File: config.mk
export PLATFORM = sky130hd
export DESIGN_NAME = pllctl_top
export DESIGN_NICKNAME = d
export VERILOG_FILES = /design/src/shared/pllctl_pkg.sv /design/src/shared/pllctl_div_if.sv /design/src/hw/pllctl_divider.sv /design/src/hw/pllctl_top.sv
export SDC_FILE = /design/constraint.sdc
export NUM_CORES = 1
export LEC_CHECK = 0
export BUFFER_PORTS_ARGS = -buffer_cell sky130_fd_sc_hd__buf_2
export CAP_MARGIN = 10
export CORE_MARGIN = 8
export CORE_UTILIZATION = 52
export CTS_CLUSTER_DIAMETER = 100
export DETAILED_ROUTE_END_ITERATION = 8
export GPL_ROUTABILITY_DRIVEN = 1
export HOLD_SLACK_MARGIN = 0.02
export PLACE_DENSITY_LB_ADDON = 0.3
export SLEW_MARGIN = 20
export SYNTH_ARGS = -nofsm -noshare
export SYNTH_HDL_FRONTEND = slang
export SYNTH_SLANG_ARGS = --single-unit
File: constraint.sdc
create_clock -name clock -period 9.2 [get_ports clock]
set_input_delay 1.38 -clock clock [delete_from_list [all_inputs] [get_ports clock]]
set_output_delay 1.38 -clock clock [all_outputs]
set_load 0.03 [all_outputs]
File: src/shared/pllctl_pkg.sv
package pllctl_pkg;

  // Register port geometry
  localparam int ADDR_W = 8;
  localparam int DATA_W = 32;

  // Register offsets (byte addresses)
  localparam logic [7:0] OFS_CSR = 8'h00;
  localparam logic [7:0] OFS_MULT = 8'h04;
  localparam logic [7:0] OFS_PREDIV = 8'h08;
  localparam logic [7:0] OFS_POST1 = 8'h0C;
  localparam logic [7:0] OFS_POST2 = 8'h10;
  localparam logic [7:0] OFS_POST3 = 8'h14;
  localparam logic [7:0] OFS_OSCDIV = 8'h18;
  localparam logic [7:0] OFS_IRQ_STAT = 8'h1C;
  localparam logic [7:0] OFS_IRQ_EN = 8'h20;
  localparam logic [7:0] OFS_IRQ_CLR = 8'h24;

  // Control/status field positions and reset values
  localparam int CSR_STABLE_BIT = 6;
  localparam int CSR_LRST_BIT = 3;
  localparam int CSR_PWRDN_BIT = 1;
  localparam int CSR_PLLEN_BIT = 0;
  localparam logic PLLEN_RST = 1'b0;
  localparam logic LRST_RST = 1'b1;
  localparam logic PWRDN_RST = 1'b0;

  // Multiplier and divider fields
  localparam int MULT_W = 5;
  localparam logic [MULT_W-1:0] MULT_RST = 5'h00;
  localparam int RATIO_W = 5;
  localparam int DIV_EN_BIT = 15;

  typedef struct packed {
    logic en;
    logic [RATIO_W-1:0] ratio;
  } pllctl_div_t;

  // Divider slots: programmable ones first, fixed divide-by-8 last
  localparam int DIV_OSC = 0;
  localparam int DIV_PRE = 1;
  localparam int DIV_POST1 = 2;
  localparam int DIV_POST2 = 3;
  localparam int DIV_POST3 = 4;
  localparam int DIV_FIX = 5;
  localparam int NUM_CFG = 5;
  localparam int NUM_DIV = 6;
  localparam logic [2:0] SLOT_NONE = 3'h7;
  localparam logic [RATIO_W-1:0] FIXED_RATIO = 5'h07;
  localparam pllctl_div_t DIV_RST [NUM_CFG] = '{
    '{en: 1'b1, ratio: 5'h07},
    '{en: 1'b1, ratio: 5'h00},
    '{en: 1'b1, ratio: 5'h00},
    '{en: 1'b1, ratio: 5'h01},
    '{en: 1'b1, ratio: 5'h03}
  };

  // Stabilisation counts in reference rising edges
  localparam int STABLE_EXT_CYCLES = 512;
  localparam int STABLE_OSC_CYCLES = 4096;
  localparam int STABLE_CNT_W = 13;

  // Multiplier period meter width
  localparam int HALF_W = 16;

  // Interrupt status layout
  localparam int IRQ_W = 2;
  localparam int IRQ_STABLE_BIT = 0;
  localparam int IRQ_MODE_BIT = 1;

  typedef enum logic [2:0] {
    ST_STRAP = 3'b001,
    ST_COUNT = 3'b010,
    ST_RUN = 3'b100
  } pllctl_rst_state_t;

endpackage

File: src/shared/pllctl_div_if.sv
`timescale 1ns/1ps
interface pllctl_div_if;
  logic in_clk;
  logic enable;
  logic [pllctl_pkg::RATIO_W-1:0] ratio;
  logic out_clk;
  modport ctl (output in_clk, output enable, output ratio, input out_clk);
  modport div (input in_clk, input enable, input ratio, output out_clk);
endinterface

File: src/hw/pllctl_divider.sv
`timescale 1ns/1ps
module pllctl_divider (
  // Clock and reset
  input wire logic clock,
  input wire logic rst,
  // Divider link
  pllctl_div_if.div dv
);

  logic prev_r;
  logic in_toggle;
  logic [pllctl_pkg::RATIO_W-1:0] cnt_r;
  logic out_r;

  assign in_toggle = dv.in_clk != prev_r;

  always_ff @(posedge clock or posedge rst) begin
    if (rst) begin
      prev_r <= 1'b0;
    end else begin
      prev_r <= dv.in_clk;
    end
  end

  // Counting both input edges gives 50% duty for odd ratios too
  always_ff @(posedge clock or posedge rst) begin
    if (rst) begin
      cnt_r <= 5'h00;
      out_r <= 1'b0;
    end else if (!dv.enable) begin
      cnt_r <= 5'h00;
      out_r <= 1'b0;
    end else if (in_toggle) begin
      // Greater-or-equal keeps a shrunk ratio from running away
      if (cnt_r >= dv.ratio) begin
        cnt_r <= 5'h00;
        out_r <= ~out_r;
      end else begin
        cnt_r <= cnt_r + 1'b1;
      end
    end
  end

  assign dv.out_clk = out_r;

endmodule // pllctl_divider

File: src/hw/pllctl_top.sv
`timescale 1ns/1ps
// What this block does
// - Source pin selects external or oscillator reference
// - Multiplier register sets times one to thirty-two
// - Dividers span one to thirty-two, disabled gives nothing
// - Reference goes undivided to the auxiliary output
// - Enabled oscillator divider drives divided oscillator output
// - Path enable picks multiplied path or bypass
// - Pre-divided reference multiplied feeds the post-dividers
// - Post-dividers give fifty percent duty from an even input clock
// - Hold internal reset for 512 or 4096 edges
// - During internal reset all five clock outputs are reference/8
// - Count done releases reset, sets stable bit
// - After release dividers run at default ratios
// - Capture initial values at external reset release
// - Status layout: stable 6, reset 3, powerdown 1, enable 0
// - Multiplier field bits 4 to 0, rest zero
module pllctl_top #(
  parameter int STABLE_EXT_COUNT = pllctl_pkg::STABLE_EXT_CYCLES,
  parameter int STABLE_OSC_COUNT = pllctl_pkg::STABLE_OSC_CYCLES
) (
  // Clock and external reset
  input wire logic clock,
  input wire logic rst,
  // Reference inputs
  input wire logic clock_source_select_pin,
  input wire logic external_ref_clock,
  input wire logic oscillator_ref_clock,
  // Register port
  input wire logic [pllctl_pkg::ADDR_W-1:0] reg_addr,
  input wire logic [pllctl_pkg::DATA_W-1:0] reg_wdata,
  input wire logic reg_write,
  input wire logic reg_read,
  output logic [pllctl_pkg::DATA_W-1:0] reg_rdata,
  // Generated clocks
  output logic auxiliary_clock_out,
  output logic divided_osc_clock_out,
  output logic system_clock_one,
  output logic system_clock_two,
  output logic system_clock_three,
  // Reset and interrupt
  output logic internal_reset_n,
  output logic irq
);

  localparam int CW = pllctl_pkg::STABLE_CNT_W;
  localparam int HW1 = pllctl_pkg::HALF_W + 1;
  localparam logic [CW-1:0] EXT_LAST = CW'(STABLE_EXT_COUNT - 1);
  localparam logic [CW-1:0] OSC_LAST = CW'(STABLE_OSC_COUNT - 1);

  function automatic logic [2:0] div_slot(input logic [pllctl_pkg::ADDR_W-1:0] a);
    case (a)
      pllctl_pkg::OFS_OSCDIV: div_slot = 3'h0;
      pllctl_pkg::OFS_PREDIV: div_slot = 3'h1;
      pllctl_pkg::OFS_POST1: div_slot = 3'h2;
      pllctl_pkg::OFS_POST2: div_slot = 3'h3;
      pllctl_pkg::OFS_POST3: div_slot = 3'h4;
      default: div_slot = pllctl_pkg::SLOT_NONE;
    endcase
  endfunction

  function automatic logic [pllctl_pkg::DATA_W-1:0] div_word(input pllctl_pkg::pllctl_div_t d);
    logic [pllctl_pkg::DATA_W-1:0] w;
    w = 32'h0000_0000;
    w[pllctl_pkg::DIV_EN_BIT] = d.en;
    w[pllctl_pkg::RATIO_W-1:0] = d.ratio;
    return w;
  endfunction

  pllctl_pkg::pllctl_rst_state_t state_r;
  logic src_r;
  logic src_sel;
  logic ref_lvl;
  logic ref_prev_r;
  logic ref_rise;
  logic [CW-1:0] stab_cnt_r;
  logic stable_r;
  logic int_rst_n_r;
  logic stable_evt;

  logic pll_en_r;
  logic loop_rst_r;
  logic pwrdn_r;
  logic [pllctl_pkg::MULT_W-1:0] mult_r;
  pllctl_pkg::pllctl_div_t cfg_r [pllctl_pkg::NUM_CFG];
  logic [2:0] wslot;
  logic [2:0] rslot;
  logic csr_wr;
  logic mode_evt;

  logic [pllctl_pkg::IRQ_W-1:0] irq_stat_r;
  logic [pllctl_pkg::IRQ_W-1:0] irq_en_r;
  logic [pllctl_pkg::IRQ_W-1:0] irq_set;
  logic [pllctl_pkg::IRQ_W-1:0] irq_clr;
  logic [pllctl_pkg::DATA_W-1:0] rdata_r;

  logic div_in [pllctl_pkg::NUM_DIV];
  logic div_en [pllctl_pkg::NUM_DIV];
  logic [pllctl_pkg::RATIO_W-1:0] div_ratio [pllctl_pkg::NUM_DIV];
  logic div_out [pllctl_pkg::NUM_DIV];

  logic mult_in;
  logic mult_prev_r;
  logic mult_run;
  logic [pllctl_pkg::HALF_W-1:0] hcnt_r;
  logic [pllctl_pkg::HALF_W-1:0] half_r;
  logic [HW1-1:0] acc_r;
  logic [HW1-1:0] acc_sum;
  logic [HW1-1:0] mult_fac;
  logic mult_clk_r;

  logic aux_r;
  logic oscdiv_r;
  logic sys1_r;
  logic sys2_r;
  logic sys3_r;
  logic irq_r;

  // Reference selection and edge detection
  // The pin is live only in the strap cycle, then the captured copy rules
  assign src_sel = (state_r == pllctl_pkg::ST_STRAP) ? clock_source_select_pin : src_r;
  assign ref_lvl = src_sel ? external_ref_clock : oscillator_ref_clock;
  assign ref_rise = ref_lvl && !ref_prev_r;

  always_ff @(posedge clock or posedge rst) begin
    if (rst) begin
      ref_prev_r <= 1'b0;
    end else begin
      ref_prev_r <= ref_lvl;
    end
  end

  always_ff @(posedge clock or posedge rst) begin
    if (rst) begin
      src_r <= 1'b0;
    end else if (state_r == pllctl_pkg::ST_STRAP) begin
      src_r <= clock_source_select_pin;
    end
  end

  // Reset lengthening
  assign stable_evt = (state_r == pllctl_pkg::ST_COUNT) && ref_rise &&
                      (stab_cnt_r == (src_r ? EXT_LAST : OSC_LAST));

  always_ff @(posedge clock or posedge rst) begin
    if (rst) begin
      state_r <= pllctl_pkg::ST_STRAP;
      stab_cnt_r <= 13'h0000;
      stable_r <= 1'b0;
      int_rst_n_r <= 1'b0;
    end else begin
      case (state_r)
        pllctl_pkg::ST_STRAP: begin
          state_r <= pllctl_pkg::ST_COUNT;
        end
        pllctl_pkg::ST_COUNT: begin
          if (stable_evt) begin
            state_r <= pllctl_pkg::ST_RUN;
            stable_r <= 1'b1;
            int_rst_n_r <= 1'b1;
          end else if (ref_rise) begin
            stab_cnt_r <= stab_cnt_r + 1'b1;
          end
        end
        pllctl_pkg::ST_RUN: begin
          state_r <= pllctl_pkg::ST_RUN;
        end
        default: begin
          state_r <= pllctl_pkg::ST_STRAP;
        end
      endcase
    end
  end

  // Register writes
  assign csr_wr = reg_write && (reg_addr == pllctl_pkg::OFS_CSR);
  assign mode_evt = csr_wr && (reg_wdata[pllctl_pkg::CSR_PLLEN_BIT] != pll_en_r);
  assign wslot = reg_write ? div_slot(reg_addr) : pllctl_pkg::SLOT_NONE;

  always_ff @(posedge clock or posedge rst) begin
    if (rst) begin
      pll_en_r <= pllctl_pkg::PLLEN_RST;
      loop_rst_r <= pllctl_pkg::LRST_RST;
      pwrdn_r <= pllctl_pkg::PWRDN_RST;
    end else if (csr_wr) begin
      pll_en_r <= reg_wdata[pllctl_pkg::CSR_PLLEN_BIT];
      loop_rst_r <= reg_wdata[pllctl_pkg::CSR_LRST_BIT];
      pwrdn_r <= reg_wdata[pllctl_pkg::CSR_PWRDN_BIT];
    end
  end

  always_ff @(posedge clock or posedge rst) begin
    if (rst) begin
      mult_r <= pllctl_pkg::MULT_RST;
    end else if (reg_write && (reg_addr == pllctl_pkg::OFS_MULT)) begin
      mult_r <= reg_wdata[pllctl_pkg::MULT_W-1:0];
    end
  end

  // Defaults stay in force until software rewrites a slot
  always_ff @(posedge clock or posedge rst) begin
    if (rst) begin
      for (int i = 0; i < pllctl_pkg::NUM_CFG; i++) begin
        cfg_r[i] <= pllctl_pkg::DIV_RST[i];
      end
    end else if (wslot != pllctl_pkg::SLOT_NONE) begin
      cfg_r[wslot].en <= reg_wdata[pllctl_pkg::DIV_EN_BIT];
      cfg_r[wslot].ratio <= reg_wdata[pllctl_pkg::RATIO_W-1:0];
    end
  end

  // Interrupts: a set in the clearing cycle survives
  assign irq_set = {mode_evt, stable_evt};
  assign irq_clr = (reg_write && (reg_addr == pllctl_pkg::OFS_IRQ_CLR)) ?
                   reg_wdata[pllctl_pkg::IRQ_W-1:0] : 2'h0;

  always_ff @(posedge clock or posedge rst) begin
    if (rst) begin
      irq_stat_r <= 2'h0;
      irq_en_r <= 2'h0;
      irq_r <= 1'b0;
    end else begin
      irq_stat_r <= (irq_stat_r & ~irq_clr) | irq_set;
      if (reg_write && (reg_addr == pllctl_pkg::OFS_IRQ_EN)) begin
        irq_en_r <= reg_wdata[pllctl_pkg::IRQ_W-1:0];
      end
      irq_r <= |(irq_stat_r & irq_en_r);
    end
  end

  // Register reads, data valid in the following cycle only
  assign rslot = div_slot(reg_addr);

  always_ff @(posedge clock or posedge rst) begin
    if (rst) begin
      rdata_r <= 32'h0000_0000;
    end else begin
      rdata_r <= 32'h0000_0000;
      if (reg_read) begin
        if (rslot != pllctl_pkg::SLOT_NONE) begin
          rdata_r <= div_word(cfg_r[rslot]);
        end else begin
          case (reg_addr)
            pllctl_pkg::OFS_CSR: begin
              rdata_r[pllctl_pkg::CSR_STABLE_BIT] <= stable_r;
              rdata_r[pllctl_pkg::CSR_LRST_BIT] <= loop_rst_r;
              rdata_r[pllctl_pkg::CSR_PWRDN_BIT] <= pwrdn_r;
              rdata_r[pllctl_pkg::CSR_PLLEN_BIT] <= pll_en_r;
            end
            pllctl_pkg::OFS_MULT: begin
              rdata_r[pllctl_pkg::MULT_W-1:0] <= mult_r;
            end
            pllctl_pkg::OFS_IRQ_STAT: begin
              rdata_r[pllctl_pkg::IRQ_W-1:0] <= irq_stat_r;
            end
            pllctl_pkg::OFS_IRQ_EN: begin
              rdata_r[pllctl_pkg::IRQ_W-1:0] <= irq_en_r;
            end
            default: begin
              rdata_r <= 32'h0000_0000;
            end
          endcase
        end
      end
    end
  end

  // Divider routing
  always_comb begin
    for (int i = 0; i < pllctl_pkg::NUM_CFG; i++) begin
      div_en[i] = cfg_r[i].en;
      div_ratio[i] = cfg_r[i].ratio;
    end
    div_in[pllctl_pkg::DIV_OSC] = ref_lvl;
    div_in[pllctl_pkg::DIV_PRE] = ref_lvl;
    div_en[pllctl_pkg::DIV_PRE] = cfg_r[pllctl_pkg::DIV_PRE].en && pll_en_r;
    div_in[pllctl_pkg::DIV_POST1] = pll_en_r ? mult_clk_r : ref_lvl;
    div_in[pllctl_pkg::DIV_POST2] = pll_en_r ? mult_clk_r : ref_lvl;
    div_in[pllctl_pkg::DIV_POST3] = pll_en_r ? mult_clk_r : ref_lvl;
    div_in[pllctl_pkg::DIV_FIX] = ref_lvl;
    div_en[pllctl_pkg::DIV_FIX] = 1'b1;
    div_ratio[pllctl_pkg::DIV_FIX] = pllctl_pkg::FIXED_RATIO;
  end

  pllctl_div_if dv [pllctl_pkg::NUM_DIV] ();

  for (genvar g = 0; g < pllctl_pkg::NUM_DIV; g++) begin : g_div
    assign dv[g].in_clk = div_in[g];
    assign dv[g].enable = div_en[g];
    assign dv[g].ratio = div_ratio[g];
    assign div_out[g] = dv[g].out_clk;
    pllctl_divider u_div (
      .clock(clock),
      .rst(rst),
      .dv(dv[g])
    );
  end

  // Multiplier model: measures the input half period in system cycles and
  // toggles M times per half period; output can never exceed half the
  // system clock, so high products saturate
  assign mult_in = div_out[pllctl_pkg::DIV_PRE];
  assign mult_run = pll_en_r && !loop_rst_r && !pwrdn_r;
  assign mult_fac = HW1'(mult_r) + HW1'(1);
  assign acc_sum = acc_r + mult_fac;

  always_ff @(posedge clock or posedge rst) begin
    if (rst) begin
      mult_prev_r <= 1'b0;
      hcnt_r <= 16'h0000;
      half_r <= 16'h0000;
    end else begin
      mult_prev_r <= mult_in;
      if (mult_in != mult_prev_r) begin
        half_r <= hcnt_r + 1'b1;
        hcnt_r <= 16'h0000;
      end else if (hcnt_r != 16'hFFFF) begin
        hcnt_r <= hcnt_r + 1'b1;
      end
    end
  end

  // A stalled or disabled input silences the multiplied clock
  always_ff @(posedge clock or posedge rst) begin
    if (rst) begin
      acc_r <= 17'h0_0000;
      mult_clk_r <= 1'b0;
    end else if (!mult_run || (half_r == 16'h0000) || (hcnt_r == 16'hFFFF)) begin
      acc_r <= 17'h0_0000;
      mult_clk_r <= 1'b0;
    end else if (acc_sum >= {1'b0, half_r}) begin
      acc_r <= acc_sum - {1'b0, half_r};
      mult_clk_r <= ~mult_clk_r;
    end else begin
      acc_r <= acc_sum;
    end
  end

  // Output stage
  always_ff @(posedge clock or posedge rst) begin
    if (rst) begin
      aux_r <= 1'b0;
      oscdiv_r <= 1'b0;
      sys1_r <= 1'b0;
      sys2_r <= 1'b0;
      sys3_r <= 1'b0;
    end else if (!int_rst_n_r) begin
      aux_r <= div_out[pllctl_pkg::DIV_FIX];
      oscdiv_r <= div_out[pllctl_pkg::DIV_FIX];
      sys1_r <= div_out[pllctl_pkg::DIV_FIX];
      sys2_r <= div_out[pllctl_pkg::DIV_FIX];
      sys3_r <= div_out[pllctl_pkg::DIV_FIX];
    end else begin
      aux_r <= ref_lvl;
      oscdiv_r <= div_out[pllctl_pkg::DIV_OSC];
      sys1_r <= div_out[pllctl_pkg::DIV_POST1];
      sys2_r <= div_out[pllctl_pkg::DIV_POST2];
      sys3_r <= div_out[pllctl_pkg::DIV_POST3];
    end
  end

  assign auxiliary_clock_out = aux_r;
  assign divided_osc_clock_out = oscdiv_r;
  assign system_clock_one = sys1_r;
  assign system_clock_two = sys2_r;
  assign system_clock_three = sys3_r;
  assign internal_reset_n = int_rst_n_r;
  assign irq = irq_r;
  assign reg_rdata = rdata_r;

endmodule // pllctl_top

==> run summary <==
• 4070 µm² — flip-flop and latch area
• 37.3% — Clock power frac
• dfrtp_1, ha_1, mux2_2 — largest cells by area after synthesis
• acc_r[14]$_DFF_PP0_ — Critical Path End
• 22.9% — Comb pwr share
• 0 — number of enable flip-flop cells after synthesis
• 18.67% — Tot GR Track Use
• 1.511 mW — cell-internal power
• 7.608% — Synth Area in Adders
• 0 — CTS Hold Buffers Added
• 9.582% — synth-to-layout area growth
• 0 — final routed DRC violation total
• mult_r[0]$_DFFE_PP0P_ — RR Startpoint
• flip-flop — category of the worst setup path capture point
• 0.6464 mW — Net Sw Power
• 1583 — total of fill cells in the finished design
• 2.157 mW — Overall Power
• 86 — maximum number of pins on one net before global-route repair
• 0.9017 — RePlAce Congestion
• 532 — DRC violation total after the first TritonRoute iteration
• inv_1 — Top cell by count, worst path
• 0.0001348 V — Worst IR Drop VDD
• mult_r[0]$_DFFE_PP0P_ — first element of the critical path
• 0 — count of maximum capacitance violations
• 14690 µm — total half-perimeter wirelength after legalization and detailed placement
• 49.26% — final worst path period share
• 16.68% — simple-gate area share of the yosys netlist
• 35.73% — Max transition margin
• 86 — number of primary I/O pins
• 500 ps — Worst path max stage delay
• 5.778% — synthesized-area fraction occupied by xor and xnor cells
• dfrtp_1 — largest area contributor in the synthesized netlist
• 469.2 ps — worst hold slack across all endpoints
• 17 — stages on the worst setup path
• 0 — initial antenna violation count
• dfrtp_1 — top-count cell post-synth
• 75 — distinct cell type count of the synthesized netlist
• 4532 ps — final period demand of the worst path
• 0 — total inserted antenna cells
• 53.10% — Initial Utilization
• reg -> reg — type of the worst min-delay path
• 4668 ps — final critical-path setup slack
• 17 — number of cell instances on the worst register-to-register path
• no — unrepaired setup endpoints after global routing
• 1260 — non-filler cells in the finished layout
• 39.8% — portion of total power attributed to sequential cells
• 162 — TritonCTS sink count
• 29.96% — share of total power consumed by net switching
• compound AO/OA/AOI/OAI gates — Top Family by Delay on Critical Path
• 4 — Max H-tree Level
• 5039 µm² — area of the multi-input gates
• 100.0% — proportion of synthesized flip-flops having asynchronous set or reset
• 10.48 ps — worst-case clock skew
• 5.637 — average vias per placed instance
• 0 — setup violation total in the final timing report
• 9572 µm² — post-synthesis instance area
• 440 ps — clock latency on the worst-skew pair
• 0 — final hold vios
• 14.99% — compound-cell area share of the yosys netlist
• 16 — critical path peak fanout
• completed — result of the run
• 6.405% — share of synthesized area spent on multiplexers
• 0 — # Post-CTS Setup Buffers
• 12.51% — ratio of cells with drive above 1 in the final layout
• 33920 µm — first-pass GRT wire length
• 4670 ps — R2R setup slack
• 17 — CTS Buf Count
• 220.6 MHz — maximum clock rate
• 0 — global route overflow
• inv_1, ha_1, inv_1, fa_1, a211oi_1, o21bai_1, and4_1, and3_1, xnor2_1, inv_1, ha_1, a311oi_1, o211ai_1, o21ai_2, o211a_2, or2_1, o22ai_1 — critical path, cell by cell
• 0 ps — final setup TNS
• 964.1 ps — measured slew at the worst slew-check pin
• acc_r[14]$_DFF_PP0_ — endpoint of the worst register-to-register path
• 3 — buffers and inverters on the worst path
• 0 — post-detailed-route count of antenna-violating nets
• 4739 ps — Post-Place Setup Slack
• 1227 — Post-Place Cells
• 38.95% — portion of synthesized cell area occupied by the leading cell type
• 6711 — vias in the first global route
• 0 — Resized Gates After CTS
• 1122 — final layout net count
• 151.7 µm — horizontal die dimension
• 16.20 µm — detailed-route wire length per cell
• 18020 µm² — area of the core region
• 2 — Max Root-Sink Buffers
• 9490 ps — critical path required time
• 162 — flip-flop and latch count after synthesis
• 9.572 µm² — Syn Area/Cell
• simple AND/OR/NAND/NOR gates — combinational family with the most area after synthesis
• 7102 — number of vias in the routed layout
• 49 — num rows
• 0 — warnings from Yosys
• 20410 µm — total wirelength of the detailed-routed design
• 6 — Initial DRT Pass Iterations
• dfrtp_1 — top_reg_cell synth
• 151.7 µm — die height
• 0 — Max Transition Viols Final
• clkbuf_16 — cell chosen for the clock root
• 23000 µm² — full die area
• 4830 ps — worst path arrival time
• 42.52% — proportion of synthesized chip area in sequential cells
• 4.920 nW — leakage power summed over all cells
• flip-flop — Worst setup SP type
• 60 ps — clock transition time at the flip-flop clock pins of the worst setup and hold paths
• 34 — count of buffers inserted at the top-level ports
• 1000 — Syn Inst Count
• dfrtp_1, nand2_1, nor2_1, a21oi_1, inv_1 — commonest cells in the netlist
• reg -> reg — critical path class
• done — clock tree from TritonCTS
• o211a_2 — critical-path cell with the highest stage delay
• 205.7 nW/µm² — power density cells
[how the worst min path moves through the flow]
stage | slack (ps) | end | startpoint | depth (start not counted)
after floorplan | 410 | mult_prev_r$_DFF_PP0_ | g_div[1].u_div.dv.out_clk$_DFFE_PP0P_ | 0
after global placement | 470 | g_div[5].u_div.dv.out_clk$_DFFE_PP0P_ | g_div[5].u_div.dv.out_clk$_DFFE_PP0P_ | 1
after detailed placement | 470 | g_div[5].u_div.dv.out_clk$_DFFE_PP0P_ | g_div[5].u_div.dv.out_clk$_DFFE_PP0P_ | 1
after CTS | 480 | g_div[5].u_div.dv.out_clk$_DFFE_PP0P_ | g_div[5].u_div.dv.out_clk$_DFFE_PP0P_ | 1
after global routing | 500 | g_div[5].u_div.dv.out_clk$_DFFE_PP0P_ | g_div[5].u_div.dv.out_clk$_DFFE_PP0P_ | 1
final | 470 | g_div[5].u_div.dv.out_clk$_DFFE_PP0P_ | g_div[5].u_div.dv.out_clk$_DFFE_PP0P_ | 1
[layer usage]
metal	share of wire (%)	track usage, %	vias to the layer above	wire, µm
li1	-	-	3499	-
met5	0	0	-	0
met3	5.3	3.534	26	1075
met2	44	27.88	181	8909
met1	49	26.60	3396	10030
met4	1.9	6.516	0	387
[power by group through the flow]
stage / combinational, mW / sequential, mW / clock (mW)
2_1_floorplan: 0.388 / 0.875 / 0
3_3_place_gp: 0.482 / 0.868 / 0
3_5_place_dp: 0.492 / 0.869 / 0
4_1_cts: 0.496 / 0.858 / 0.818
5_1_grt: 0.553 / 0.870 / 0.849
6_report: 0.494 / 0.858 / 0.804
[sequential cells by signal, summed over array words and instances, names as in the netlist, 2 cells and up]
signal                  flops
hcnt_r                     16
reg_rdata                   7
g_div.u_div.prev_r          2
acc_r                      17
state_r                     3
irq_stat_r                  2
g_div.u_div.dv.out_clk      6
half_r                     16
mult_r                      5
irq_en_r                    2
dv.ratio                   25
g_div.u_div.cnt_r          30
stab_cnt_r                 13
dv.enable                   4
[layout make-up]
class,instances,area share (%)
Clock buffer,22,4.330
Multi-Input combinational cell,739,48.04
Timing Repair Buffer,36,1.837
Tap cell,229,2.732
Clock inverter,10,1.992
Inverter,62,2.266
Sequential cell,162,38.80
[worst register-to-register path, stage by stage, from the launching register on]
cell and delay, ps:
dfrtp_1 390, inv_1 60, ha_1 160, inv_1 60
fa_1 430, a211oi_1 250, o21bai_1 200, and4_1 270
and3_1 190, xnor2_1 230, inv_1 90, ha_1 390
a311oi_1 370, o211ai_1 160, o21ai_2 270, o211a_2 500
or2_1 260, o22ai_1 120
[layout by cell type (no fill, tap or decap), types with 7 or more instances in the layout]
master | synthesis | routed
xnor2_1 | 31 | 31
clkbuf_16 | 0 | 17
ha_1 | 55 | 55
nand2_1 | 88 | 88
nand4_1 | 14 | 14
and3_1 | 10 | 10
nor3_1 | 11 | 11
dfrtp_1 | 149 | 149
mux2_2 | 33 | 33
inv_1 | 62 | 61
buf_2 | 4 | 34
nor4_1 | 8 | 8
o22ai_1 | 7 | 7
nand3_1 | 39 | 39
o21ai_0 | 55 | 55
nor2_1 | 71 | 71
nor2b_1 | 18 | 18
dfstp_2 | 13 | 13
xor2_1 | 29 | 28
a21oi_1 | 64 | 64
a211oi_1 | 8 | 8
conb_1 | 1 | 25
a22o_1 | 7 | 7
a21o_1 | 20 | 20
mux2i_1 | 14 | 14
nand2b_1 | 27 | 27
and2_1 | 9 | 9
[per-stage QoR]
step | area (µm²) | utilization [%]
floorplan | 9662 | -
global placement | 9811 | 54.43
detailed placement | 9811 | 54.43
CTS | 10470 | 58.11
global route | 10490 | 58.19
finish | 10490 | 58.19
[kinds of logic after synthesis]
kind of cell,Yosys count
AOI/OAI and AO/OA,224
xor gates and xnor gates,61
adders and majority gates,57
buffers and inverters,123
DFF,162
muxes,52
other,1
and+or+nand+nor,320
(Power assumes the default switching activity.)
